## src/chip_cfg_map.vh

```
// Register map, field layout, reset values and codes of the chip configuration bank.
`ifndef CHIP_CFG_MAP_VH
`define CHIP_CFG_MAP_VH

// ==========================================================================
// Bus and register map
`define ADDR_W          12
`define OFS_CFG0        12'h000
`define OFS_CFG1        12'h004
`define OFS_CFG2        12'h008
`define SEL_CFG0        2'h0
`define SEL_CFG1        2'h1
`define SEL_CFG2        2'h2
`define SEL_NONE        2'h3
`define RESP_OKAY       2'h0
`define RESP_SLVERR     2'h2

// ==========================================================================
// Reset values and writable masks
`define CFG0_RST        32'h00000000
`define CFG0_WMASK      32'h0000001F
`define CFG1_RST        32'h00000000
`define CFG1_WMASK      32'hFFFFFFFF
`define CFG2_RST        32'h0000EF00
`define CFG2_WMASK      32'h0000FFC0

// ==========================================================================
// Field positions
`define CFG0_LOCK_BIT   4
`define CFG0_TC1_RANGE  3:2
`define CFG0_TC0_RANGE  1:0
`define CAP_SRC_BASE    17
`define CAP_SRC_W       5
`define CFG1_BYTEAD_BIT 16
`define CFG1_HPEN_BIT   15
`define CFG1_DMA1_RANGE 14:13
`define CFG1_SYNC_BIT   12
`define CFG1_MUTE_RANGE 3:0
`define CFG2_CLKGD_BIT  17
`define CFG2_VBUS_BIT   16
`define CFG2_RESET_BIT  15
`define CFG2_OTG_RANGE  14:13
`define CFG2_CLKMUX_BIT 11
`define CFG2_PWDN_BIT   10
`define CFG2_OTGPD_BIT  9
`define CFG2_POL_BIT    8
`define CFG2_PLLON_BIT  6

// ==========================================================================
// Field codes
`define BURST_CODE_16   2'h0
`define BURST_CODE_32   2'h1
`define BURST_CODE_64   2'h2
`define BURST_BYTES_16  7'h10
`define BURST_BYTES_32  7'h20
`define BURST_BYTES_64  7'h40
`define CAP_SRC_PIN     5'h00
`define CAP_SRC_TX      5'h01
`define CAP_SRC_RX      5'h02
`define MUTE_SRC_LOW    4'h0
`define MUTE_SRC_LAST   4'h8
`define MUTE_SRC_FIRST  4'h1
`define OTG_NO_OVR      2'h0
`define OTG_FORCE_HOST  2'h1
`define OTG_FORCE_DEV   2'h2
`define OTG_HOST_VBLOW  2'h3

`endif

```

## src/chip_config_regs.v

```verilog
// Chip configuration register bank with an AXI4-Lite slave port.
`include "chip_cfg_map.vh"
`default_nettype none

// Behaviour
// - Lock bit blocks primary PLL controller writes
// - DMA0 TC1 burst: 16, 32, 64 bytes
// - DMA0 TC0 burst: 16, 32, 64 bytes
// - All burst fields reset to 16 bytes
// - Capture source: pin, audio TX, audio RX
// - Host port address: word 0, byte 1
// - Host port enable owns its pins
// - DMA1 TC0 burst: 16, 32, 64 bytes
// - Sync bit low stops PWM time-base clocks
// - Sync bit high starts time-bases together
// - Mute source: low or GPIO bank 0-7
// - Clock-good reads clock, power, PLL all good
// - Bus-voltage sense reads PHY VBUS presence
// - PHY reset bit holds PHY, resets 1
// - OTG override: pass, host, device, host-low
// - Refclk select: external pin or aux clock
// - PHY power-down bit disables PHY
// - OTG subsystem power-down bit
// - Polarity bit zero swaps data pads
// - PLL-on zero lets PHY stop clock
module chip_config_regs (
	// Clock and reset
	input  wire        i_mclk,
	input  wire        i_arst_n,
	// AXI4-Lite write channels
	input  wire [11:0] i_awaddr,
	input  wire        i_awvalid,
	output wire        o_awready,
	input  wire [31:0] i_wdata,
	input  wire [3:0]  i_wstrb,
	input  wire        i_wvalid,
	output wire        o_wready,
	output wire [1:0]  o_bresp,
	output wire        o_bvalid,
	input  wire        i_bready,
	// AXI4-Lite read channels
	input  wire [11:0] i_araddr,
	input  wire        i_arvalid,
	output wire        o_arready,
	output wire [31:0] o_rdata,
	output wire [1:0]  o_rresp,
	output wire        o_rvalid,
	input  wire        i_rready,
	// Event and status inputs
	input  wire [2:0]  i_capture_pin,
	input  wire        i_audio_tx_dma_event,
	input  wire        i_audio_rx_dma_event,
	input  wire [7:0]  i_gpio_bank_irq,
	input  wire        i_phy_clk_present,
	input  wire        i_phy_power_good,
	input  wire        i_phy_pll_locked,
	input  wire        i_phy_vbus_sense,
	input  wire        i_phy_vbus_valid,
	input  wire        i_phy_id_dig,
	// Configuration outputs
	output wire        o_pll_ctrl_write_lock,
	output wire [6:0]  o_dma0_tc0_burst_bytes,
	output wire [6:0]  o_dma0_tc1_burst_bytes,
	output wire [6:0]  o_dma1_tc0_burst_bytes,
	output wire [2:0]  o_capture_event,
	output wire        o_host_port_byte_addr_mode,
	output wire        o_host_port_enable,
	output wire        o_pwm_timebase_clk_run,
	output wire        o_audio_mute_input,
	// USB PHY control outputs
	output wire        o_phy_reset,
	output wire        o_ctrl_vbus_valid,
	output wire        o_ctrl_id_dig,
	output wire        o_phy_refclk_select,
	output wire        o_phy_power_down,
	output wire        o_otg_subsystem_power_down,
	output wire        o_data_line_polarity,
	output wire        o_phy_pll_keep_on
);

	// ======================================================================
	// Helper functions

	function [1:0] reg_sel;
		input [11:0] addr;
		begin
			case (addr)
				`OFS_CFG0: reg_sel = `SEL_CFG0;
				`OFS_CFG1: reg_sel = `SEL_CFG1;
				`OFS_CFG2: reg_sel = `SEL_CFG2;
				default:   reg_sel = `SEL_NONE;
			endcase
		end
	endfunction

	function [31:0] merge_strb;
		input [31:0] old_val;
		input [31:0] new_val;
		input [3:0]  strb;
		integer k;
		begin
			for (k = 0; k < 4; k = k + 1) begin
				merge_strb[k*8 +: 8] = strb[k] ? new_val[k*8 +: 8] : old_val[k*8 +: 8];
			end
		end
	endfunction

	// The reserved code falls back to the smallest burst, the safe choice.
	function [6:0] burst_bytes;
		input [1:0] code;
		begin
			case (code)
				`BURST_CODE_16: burst_bytes = `BURST_BYTES_16;
				`BURST_CODE_32: burst_bytes = `BURST_BYTES_32;
				`BURST_CODE_64: burst_bytes = `BURST_BYTES_64;
				default:        burst_bytes = `BURST_BYTES_16;
			endcase
		end
	endfunction

	// Reserved source codes feed nothing, so a stray code cannot fake an event.
	function cap_pick;
		input [4:0] code;
		input       pin;
		input       tx;
		input       rx;
		begin
			case (code)
				`CAP_SRC_PIN: cap_pick = pin;
				`CAP_SRC_TX:  cap_pick = tx;
				`CAP_SRC_RX:  cap_pick = rx;
				default:      cap_pick = 1'b0;
			endcase
		end
	endfunction

	// ======================================================================
	// Storage

	reg [31:0] cfg0_reg;
	reg [31:0] cfg1_reg;
	reg [31:0] cfg2_reg;
	reg        clk_good_reg;
	reg        vbus_sense_reg;

	reg        awready_reg;
	reg        wready_reg;
	reg        aw_got_reg;
	reg        w_got_reg;
	reg [11:0] awaddr_reg;
	reg [31:0] wdata_reg;
	reg [3:0]  wstrb_reg;
	reg        bvalid_reg;
	reg [1:0]  bresp_reg;
	reg        arready_reg;
	reg        rvalid_reg;
	reg [31:0] rdata_reg;
	reg [1:0]  rresp_reg;

	reg [6:0]  dma0_tc0_reg;
	reg [6:0]  dma0_tc1_reg;
	reg [6:0]  dma1_tc0_reg;
	reg [2:0]  capture_reg;
	reg        mute_reg;
	reg        ctrl_vbus_reg;
	reg        ctrl_id_reg;

	wire       do_write;
	wire [1:0] wsel;
	wire [1:0] rsel;
	reg [31:0] read_next;
	reg        mute_next;
	reg        ctrl_vbus_next;
	reg        ctrl_id_next;
	wire [3:0] mute_code;
	wire [3:0] mute_idx;
	wire [2:0] capture_next;

	assign do_write = aw_got_reg & w_got_reg;
	assign wsel     = reg_sel(awaddr_reg);
	assign rsel     = reg_sel(i_araddr);

	// ======================================================================
	// AXI4-Lite write path
	// Address and data are latched separately so either may arrive first.

	always @(posedge i_mclk or negedge i_arst_n) begin
		if (!i_arst_n) begin
			awready_reg <= 1'b1;
			wready_reg  <= 1'b1;
			aw_got_reg  <= 1'b0;
			w_got_reg   <= 1'b0;
			awaddr_reg  <= 12'h000;
			wdata_reg   <= 32'h00000000;
			wstrb_reg   <= 4'h0;
			bvalid_reg  <= 1'b0;
			bresp_reg   <= `RESP_OKAY;
		end else begin
			if (awready_reg && i_awvalid) begin
				awaddr_reg  <= i_awaddr;
				aw_got_reg  <= 1'b1;
				awready_reg <= 1'b0;
			end
			if (wready_reg && i_wvalid) begin
				wdata_reg  <= i_wdata;
				wstrb_reg  <= i_wstrb;
				w_got_reg  <= 1'b1;
				wready_reg <= 1'b0;
			end
			if (do_write) begin
				aw_got_reg <= 1'b0;
				w_got_reg  <= 1'b0;
				bvalid_reg <= 1'b1;
				bresp_reg  <= (wsel == `SEL_NONE) ? `RESP_SLVERR : `RESP_OKAY;
			end
			if (bvalid_reg && i_bready) begin
				bvalid_reg  <= 1'b0;
				awready_reg <= 1'b1;
				wready_reg  <= 1'b1;
			end
		end
	end

	// ======================================================================
	// Register file

	always @(posedge i_mclk or negedge i_arst_n) begin
		if (!i_arst_n) begin
			cfg0_reg <= `CFG0_RST;
			cfg1_reg <= `CFG1_RST;
			cfg2_reg <= `CFG2_RST;
		end else if (do_write) begin
			// Masks keep read-only and read-zero bits out of storage.
			case (wsel)
				`SEL_CFG0: cfg0_reg <= merge_strb(cfg0_reg, wdata_reg, wstrb_reg) & `CFG0_WMASK;
				`SEL_CFG1: cfg1_reg <= merge_strb(cfg1_reg, wdata_reg, wstrb_reg) & `CFG1_WMASK;
				`SEL_CFG2: cfg2_reg <= merge_strb(cfg2_reg, wdata_reg, wstrb_reg) & `CFG2_WMASK;
				default: begin
				end
			endcase
		end
	end

	// PHY status is registered on every clock so a read sees a stable value.
	always @(posedge i_mclk or negedge i_arst_n) begin
		if (!i_arst_n) begin
			clk_good_reg   <= 1'b0;
			vbus_sense_reg <= 1'b0;
		end else begin
			clk_good_reg   <= i_phy_clk_present & i_phy_power_good & i_phy_pll_locked;
			vbus_sense_reg <= i_phy_vbus_sense;
		end
	end

	// ======================================================================
	// AXI4-Lite read path

	always @* begin
		read_next = 32'h00000000;
		case (rsel)
			`SEL_CFG0: read_next = cfg0_reg;
			`SEL_CFG1: read_next = cfg1_reg;
			`SEL_CFG2: begin
				read_next = cfg2_reg & `CFG2_WMASK;
				read_next[`CFG2_CLKGD_BIT] = clk_good_reg;
				read_next[`CFG2_VBUS_BIT]  = vbus_sense_reg;
			end
			default: read_next = 32'h00000000;
		endcase
	end

	always @(posedge i_mclk or negedge i_arst_n) begin
		if (!i_arst_n) begin
			arready_reg <= 1'b1;
			rvalid_reg  <= 1'b0;
			rdata_reg   <= 32'h00000000;
			rresp_reg   <= `RESP_OKAY;
		end else if (arready_reg && i_arvalid) begin
			arready_reg <= 1'b0;
			rvalid_reg  <= 1'b1;
			rdata_reg   <= read_next;
			rresp_reg   <= (rsel == `SEL_NONE) ? `RESP_SLVERR : `RESP_OKAY;
		end else if (rvalid_reg && i_rready) begin
			rvalid_reg  <= 1'b0;
			arready_reg <= 1'b1;
		end
	end

	// ======================================================================
	// Decoded steering outputs

	assign mute_code = cfg1_reg[`CFG1_MUTE_RANGE];
	assign mute_idx  = mute_code - `MUTE_SRC_FIRST;

	always @* begin
		mute_next = 1'b0;
		if (mute_code != `MUTE_SRC_LOW && mute_code <= `MUTE_SRC_LAST) begin
			mute_next = i_gpio_bank_irq[mute_idx[2:0]];
		end
	end

	always @* begin
		case (cfg2_reg[`CFG2_OTG_RANGE])
			`OTG_NO_OVR: begin
				ctrl_vbus_next = i_phy_vbus_valid;
				ctrl_id_next   = i_phy_id_dig;
			end
			`OTG_FORCE_HOST: begin
				ctrl_vbus_next = 1'b1;
				ctrl_id_next   = 1'b0;
			end
			`OTG_FORCE_DEV: begin
				ctrl_vbus_next = 1'b1;
				ctrl_id_next   = 1'b1;
			end
			default: begin
				ctrl_vbus_next = 1'b0;
				ctrl_id_next   = 1'b0;
			end
		endcase
	end

	genvar g;
	generate
		for (g = 0; g < 3; g = g + 1) begin : g_capture
			wire [4:0] src;
			assign src = cfg1_reg[`CAP_SRC_BASE + `CAP_SRC_W*g +: `CAP_SRC_W];
			assign capture_next[g] = cap_pick(src, i_capture_pin[g], i_audio_tx_dma_event,
				i_audio_rx_dma_event);
		end
	endgenerate

	always @(posedge i_mclk or negedge i_arst_n) begin
		if (!i_arst_n) begin
			dma0_tc0_reg  <= `BURST_BYTES_16;
			dma0_tc1_reg  <= `BURST_BYTES_16;
			dma1_tc0_reg  <= `BURST_BYTES_16;
			mute_reg      <= 1'b0;
			ctrl_vbus_reg <= 1'b0;
			ctrl_id_reg   <= 1'b0;
			capture_reg   <= 3'h0;
		end else begin
			dma0_tc0_reg  <= burst_bytes(cfg0_reg[`CFG0_TC0_RANGE]);
			dma0_tc1_reg  <= burst_bytes(cfg0_reg[`CFG0_TC1_RANGE]);
			dma1_tc0_reg  <= burst_bytes(cfg1_reg[`CFG1_DMA1_RANGE]);
			mute_reg      <= mute_next;
			ctrl_vbus_reg <= ctrl_vbus_next;
			ctrl_id_reg   <= ctrl_id_next;
			capture_reg   <= capture_next;
		end
	end

	// ======================================================================
	// Output assignments

	assign o_awready = awready_reg;
	assign o_wready  = wready_reg;
	assign o_bvalid  = bvalid_reg;
	assign o_bresp   = bresp_reg;
	assign o_arready = arready_reg;
	assign o_rvalid  = rvalid_reg;
	assign o_rdata   = rdata_reg;
	assign o_rresp   = rresp_reg;

	// The PLL controller refuses its own register writes while this is high.
	assign o_pll_ctrl_write_lock      = cfg0_reg[`CFG0_LOCK_BIT];
	assign o_dma0_tc0_burst_bytes     = dma0_tc0_reg;
	assign o_dma0_tc1_burst_bytes     = dma0_tc1_reg;
	assign o_dma1_tc0_burst_bytes     = dma1_tc0_reg;
	assign o_capture_event            = capture_reg;
	assign o_host_port_byte_addr_mode = cfg1_reg[`CFG1_BYTEAD_BIT];
	assign o_host_port_enable         = cfg1_reg[`CFG1_HPEN_BIT];
	// One shared run level starts every time-base on the same edge.
	assign o_pwm_timebase_clk_run     = cfg1_reg[`CFG1_SYNC_BIT];
	assign o_audio_mute_input         = mute_reg;
	assign o_phy_reset                = cfg2_reg[`CFG2_RESET_BIT];
	assign o_ctrl_vbus_valid          = ctrl_vbus_reg;
	assign o_ctrl_id_dig              = ctrl_id_reg;
	assign o_phy_refclk_select        = cfg2_reg[`CFG2_CLKMUX_BIT];
	assign o_phy_power_down           = cfg2_reg[`CFG2_PWDN_BIT];
	assign o_otg_subsystem_power_down = cfg2_reg[`CFG2_OTGPD_BIT];
	assign o_data_line_polarity       = cfg2_reg[`CFG2_POL_BIT];
	assign o_phy_pll_keep_on          = cfg2_reg[`CFG2_PLLON_BIT];

endmodule // chip_config_regs

`default_nettype wire

```

## config.mk

```make
export PLATFORM = sky130hd
export DESIGN_NAME = chip_config_regs
export DESIGN_NICKNAME = d
export VERILOG_FILES = /design/src/chip_config_regs.v
export VERILOG_INCLUDE_DIRS = /design/src /design/src/src
export SDC_FILE = /design/constraint.sdc
export NUM_CORES = 1
export LEC_CHECK = 0
export BUFFER_PORTS_ARGS = -buffer_cell sky130_fd_sc_hd__buf_2
export CORE_ASPECT_RATIO = 1.4
export CORE_MARGIN = 5
export CORE_UTILIZATION = 45
export CTS_CLUSTER_SIZE = 20
export DETAILED_ROUTE_END_ITERATION = 10
export PLACE_DENSITY_LB_ADDON = 0.3
export SYNTH_ARGS = -nofsm -noshare
export SYNTH_HDL_FRONTEND = slang
export SYNTH_SLANG_ARGS = --single-unit
```

## constraint.sdc

```tcl
create_clock -name i_mclk -period 3.85 [get_ports i_mclk]
set_input_delay 0.77 -clock i_mclk [delete_from_list [all_inputs] [get_ports i_mclk]]
set_output_delay 0.77 -clock i_mclk [all_outputs]
set_load 0.005 [all_outputs]
```

==> impl_metrics.yaml, run 1 <==
clock_network:
  clkSlewWorstSetupHoldPaths_ns: 0.06
  htreeDepth: 4
  hold_buffers: 0
  root_buffer: "clkbuf_16"
  clkLatencyLatePin_ns: 0.41
  post_cts_resized: 0
  cts_made_buffers: 17
  numClockSinks: 153
  clockBufferDepth: 2
  cts_tree: "done"
  postCtsSetupRepairBufs: 0
timing:
  worst_pin_slew_ns: 0.967
  fmax_ghz: 0.424
  maxSlewHeadroom_pct: 35.3
  grt_setup_unrepaired: "false"
  setup_viol: 0
  fin_worst_skew_ns: 0.0155
  period_needed_ns: 2.36
  final_max_slew_viol_count: 0
  finalSetupTns_ns: 0
  fin_hold_ws_ns: 0.380
  final_hold_viol_count: 0
  post-route-period-util_pct: 61.2
worst_setup_path:
  worst_ep_arrival_time_ns: 2.70
  startpoint_type: "input pin"
  crit_type: "in2reg"
  critPathLaunch: "i_araddr[6]"
  crit_fanout: 15
  reg2reg_depth: 4
  worstPathRequired_ns: 4.19
  rr_startpoint: "awaddr_reg[1]"
  crit_path_end_kind: "register"
  rrSetupSlack_ns: 1.67
  rr_endpoint: "cfg1_reg[4]"
synthesis:
  synth_top_area_cell: "dfrtp_1"
  synth_ff_type: "dfrtp_1"
  yosysTopAreaCellShare_pct: 57.0
  ys_types: 38
  yosysWarnings: 0
  synth_area_leaders: "dfrtp_1 (57%), mux2_2 (18%), dfstp_2 (5.6%)"
  ys_async_sr_fraction_pct: 100
  ys_seq_area_share_pct: 62.5
  syn_area_per_cell_sq_um: 14.3
  ys_seq_elements: 153
  syn_area_sq_mm: 0.00615
  synth_edf_count: 0
  synthCells: 430
pwr:
  powerDensity_mw_per_mm2: 567
  p_leak_nw: 3.82
  irDropWorstVdd_v: 0.000310
  p_sw_share_pct: 22.8
  p_seq_share_pct: 47.8
  p_total_mw: 4.36
  p_int_mw: 3.36
  p_comb_share_pct: 10.8
  switchingPower_uw: 993
  clkPwrFrac_pct: 41.4
layout:
  drive_gt1_share_pct: 49.8
  final_cell_mix: "buf_2 (148), dfrtp_1 (140), mux2_2 (96), nand2_1 (25), clkbuf_16 (17)"
  antenna_cells: 0
  area_growth_pct: 25.1
  fillCellCount: 1139
  final_area_sq_mm: 0.00769
  nets: 681
  layout_commonest_cell: "buf_2"
drt:
  ant_nets: 0
  num_vias: 3888
  drt_iter0_markers: 106
  wirelength_mm: 13.1
  drc: 0
  wl_per_cell_um: 16.8
  dr.pass1.iters: 4
  via_per_inst: 4.98
floorplan:
  core_sq_mm: 0.0134
  chipWidth_um: 109
  die_h_um: 148
  die-area_sq_mm: 0.0161
  io_pins: 164
  start_util_pct: 45.9
  rows: 50
global_routing:
  grt_overflow: 0
  grt_util_all_layers_pct: 17.1
  grt_max_degree: 79
  grt_pass1_wl_mm: 21.3
  grt_antenna_before_repair: 1
  grt_pass1_vias: 4319
placed_design:
  hpwl_mm: 9.60
  port_buffers: 149
  gp_congestion: 0.802
  dpl-instance-area_sq_mm: 0.00704
flow_run:
  cap_violations: 0
outcome:
  status: "complete, no violations"
hold_path:
  hold_class: "in2async"
==> power groups by stage <==
stage               combinational (mW)  sequential [mW]  clock, mW
global route                     0.531             2.12       1.92
global placement                 0.459             2.09          0
CTS                              0.483             2.09       1.85
detailed placement               0.481             2.12          0
floorplan                        0.345             2.05          0
finish                           0.471             2.08       1.80
==> cell families (layout without fill, tap and decap cells) <==
kind of cell | after synthesis | after routing | synth area share, %
compound gates | 58 | 58 | 6.47
mux | 110 | 110 | 20.3
other cells | 1 | 14 | 0.0610
simple gates | 53 | 53 | 4.82
flops | 153 | 153 | 62.5
buf+inv | 45 | 200 | 3.81
fa+ha+maj | 10 | 10 | 2.04
==> per-stage QoR <==
step	std cells	setup WS [ns]	utilization (%)
floorplan	443	1.48	-
global placement	748	1.15	52.6
detailed placement	748	1.04	52.6
CTS	780	1.49	57.4
global route	780	1.44	57.4
finish	780	1.49	57.4
==> synth_stat cells, types with 2 or more instances <==
master    instances
o22a_1            2
nand4b_1          2
buf_4            15
a22oi_1          12
inv_1            16
dfrtp_1         140
a21oi_1           4
mux2_2           96
clkbuf_1         10
and4b_1           2
or4_1             2
o21ai_0           6
mux2i_1          12
dfstp_2          13
nand3_1           4
a22o_1           15
mux4_2            2
nor4_1            5
buf_1             2
nor2b_1           3
nand2_1          26
o21ai_1          14
nor2_1            3
ha_1             10
==> worst max-delay path by stage <==
stage | to | slack (ns) | depth (start not counted)
2_1_floorplan | o_rdata[10] | 1.48 | 5
3_3_place_gp | o_rdata[19] | 1.15 | 5
3_5_place_dp | o_rdata[21] | 1.04 | 5
4_1_cts | o_rdata[21] | 1.49 | 5
5_1_grt | o_rdata[20] | 1.44 | 5
6_report | o_rdata[20] | 1.49 | 5
==> layout make-up <==
cell class | count | area [sq um] | share of cell area, %
Multi-Input combinational cell | 245 | 2120 | 27.6
Tap cell | 182 | 228 | 2.96
Inverter | 16 | 60.1 | 0.781
Sequential cell | 153 | 3840 | 50.0
Timing Repair Buffer | 152 | 787 | 10.2
Clock inverter | 11 | 198 | 2.57
Clock buffer | 21 | 450 | 5.86
==> per-layer routing <==
layer	vias up	track usage [%]	wire [um]
li1	1811	-	-
met1	1949	19.6	5000
met2	116	30.4	7150
met3	10	4.86	812
met4	2	5.43	125
met5	-	0	13
==> worst max-delay path, cell delays in order <==
cell and delay, ns:
buf_2 0.09, or4_1 0.56, or4_4 0.48, nor3_4 0.56, a22o_1 0.23
(Power assumes the default switching activity.)
==> inputs of run 2 (changes only) <==
==> constraint.sdc (replaced) <==
create_clock -name i_mclk -period 2 [get_ports i_mclk]
set_input_delay 0.4 -clock i_mclk [delete_from_list [all_inputs] [get_ports i_mclk]]
set_output_delay 0.4 -clock i_mclk [all_outputs]
set_load 0.005 [all_outputs]
==> impl_metrics.yaml, run 2 (synthesis gave the netlist of run 1 again) <==
drt:
  wirelength_mm: 13.3
  dr.pass1.iters: 4
  via_per_inst: 5.05
  top_layer: "met5"
  wl_met1_mm: 4.97
  num_vias: 3997
  ant_nets: 0
  drc: 0
  wl_met3_um: 826
  wl_met2_mm: 7.21
  drt_iter0_markers: 81
  wl_per_cell_um: 16.8
floorplan:
  rows: 50
  start_util_pct: 45.9
  chipWidth_um: 109
  io_pins: 164
  die-area_sq_mm: 0.0161
  die_h_um: 148
  core_sq_mm: 0.0134
worst_setup_path:
  crit_fanout: 15
  crit_path_end_kind: "register"
  path_cells: "nand2_1 > or4_4 > buf_4 > nor3_4 > buf_12 > a22o_1"
  worstPathRequired_ns: 2.36
  cpPeakStageDelay_ns: 0.55
  critPathSlowestCell: "dfstp_2"
  worst_ep_arrival_time_ns: 2.21
  crit_type: "reg2reg"
  startpoint_type: "register"
clock_network:
  clkLatencyLatePin_ns: 0.42
  clockBufferDepth: 2
  clkSlewWorstSetupHoldPaths_ns: 0.06
  cts_tree: "done"
  root_buffer: "clkbuf_16"
  htreeDepth: 4
  postCtsSetupRepairBufs: 0
  cts_made_buffers: 17
  numClockSinks: 153
timing:
  final_hold_viol_count: 0
  grt_setup_unrepaired: "false"
  period_needed_ns: 1.85
  maxSlewHeadroom_pct: 35.1
  final_max_slew_viol_count: 0
  fin_hold_ws_ns: 0.0845
  finalSetupTns_ns: 0
  setup_viol: 0
  post-route-period-util_pct: 92.6
  fmax_ghz: 0.540
  fin_worst_skew_ns: 0.00617
  worst_pin_slew_ns: 0.972
placed_design:
  place_inst: 758
  hpwl_mm: 9.74
  gp_congestion: 0.789
  port_buffers: 149
layout:
  antenna_cells: 0
  drive_gt1_share_pct: 51.2
  area_growth_pct: 27.4
  final_cells: 791
  nets: 692
  post-route-util_pct: 58.5
  layout_commonest_cell: "buf_2"
  final_cell_mix: "buf_2 (148), dfrtp_1 (140), mux2_2 (96), nand2_1 (25), clkbuf_16 (17)"
global_routing:
  grt_util_all_layers_pct: 17.5
  grt_pass1_vias: 4351
  grt_pass1_wl_mm: 21.5
  grt_antenna_before_repair: 1
  grt_overflow: 0
  grt_max_degree: 60
outcome:
  status: "complete, no violations"
hold_path:
  hold_class: "in2reg"
flow_run:
  cap_violations: 0
pwr:
  irDropWorstVdd_v: 0.000649
  powerDensity_mw_per_mm2: 1070
  p_leak_nw: 3.90
==> run 2: cell types whose count changed in the layout (fill, tap and decap cells not counted), moves of 3 or more <==
cell	delta
buf_12	+4
buf_4	+6
clkbuf_8	+3
clkinv_2	+3
clkinvlp_4	-3
==> run 2: power breakdown <==
group	leakage [nW]	internal [mW]	switching, mW	total, mW
clock	0.310	2.22	1.18	3.40
sequential	1.97	3.66	0.360	4.02
combinational	1.62	0.579	0.360	0.939
total	3.90	6.46	1.90	8.36
==> run 2: final cells by class <==
cell class	count	area (sq um)
clock buffer	24	492
clock inverter	8	143
fill	1134	5560
inverter	16	60.1
multi-input combinational	245	2140
sequential	153	3840
tap	182	228
timing repair buffer	163	922
==> run 2: layer usage <==
metal / vias to the layer above / track usage (%)
met2: 115 / 31.0
met3: 23 / 5.21
met5: - / 0
li1: 1843 / -
met1: 2014 / 19.4
met4: 2 / 7.01
==> run 2: through the flow <==
step / instance area, sq um / power [mW] / setup WS [ns]
2_1_floorplan: 6200 / 4.61 / 0.000439
3_3_place_gp: 7170 / 4.92 / -0.222
3_5_place_dp: 7170 / 5.01 / -0.264
4_1_cts: 7820 / 8.45 / 0.0237
5_1_grt: 7830 / 8.75 / 0.0375
6_report: 7830 / 8.36 / 0.149
==> run 2: critical path: cells and delay by family (launching register included) <==
kind	cells	cell delay, ns
and+or+nand+nor	3	0.79
DFF	1	0.55
AOI/OAI and AO/OA	1	0.13
buffers and inverters	2	0.33
==> run 2: worst paths after layout <==
kind | startpoint | slack, ns | end | cells after the start
worst max-delay path | o_arready | 0.15 | o_rdata[24] | 6
worst min-delay path | i_phy_vbus_sense | 0.08 | vbus_sense_reg | 1
worst max register to register | o_arready | 0.15 | o_rdata[24] | 6
worst min register to register | cfg1_reg[29] | 0.46 | o_capture_event[2] | 1
max in group asynchronous | i_arst_n | 0.92 | o_arready | 3
min in group asynchronous | i_arst_n | 0.43 | wdata_reg[27] | 2
==> run 2: what timing repair did <==
action	4_1_cts	5_1_grt
hold endpoints to repair	29	0
setup endpoints to repair	8	37
gates resized for setup	1	4
hold buffers	1	0
pin swaps	0	1
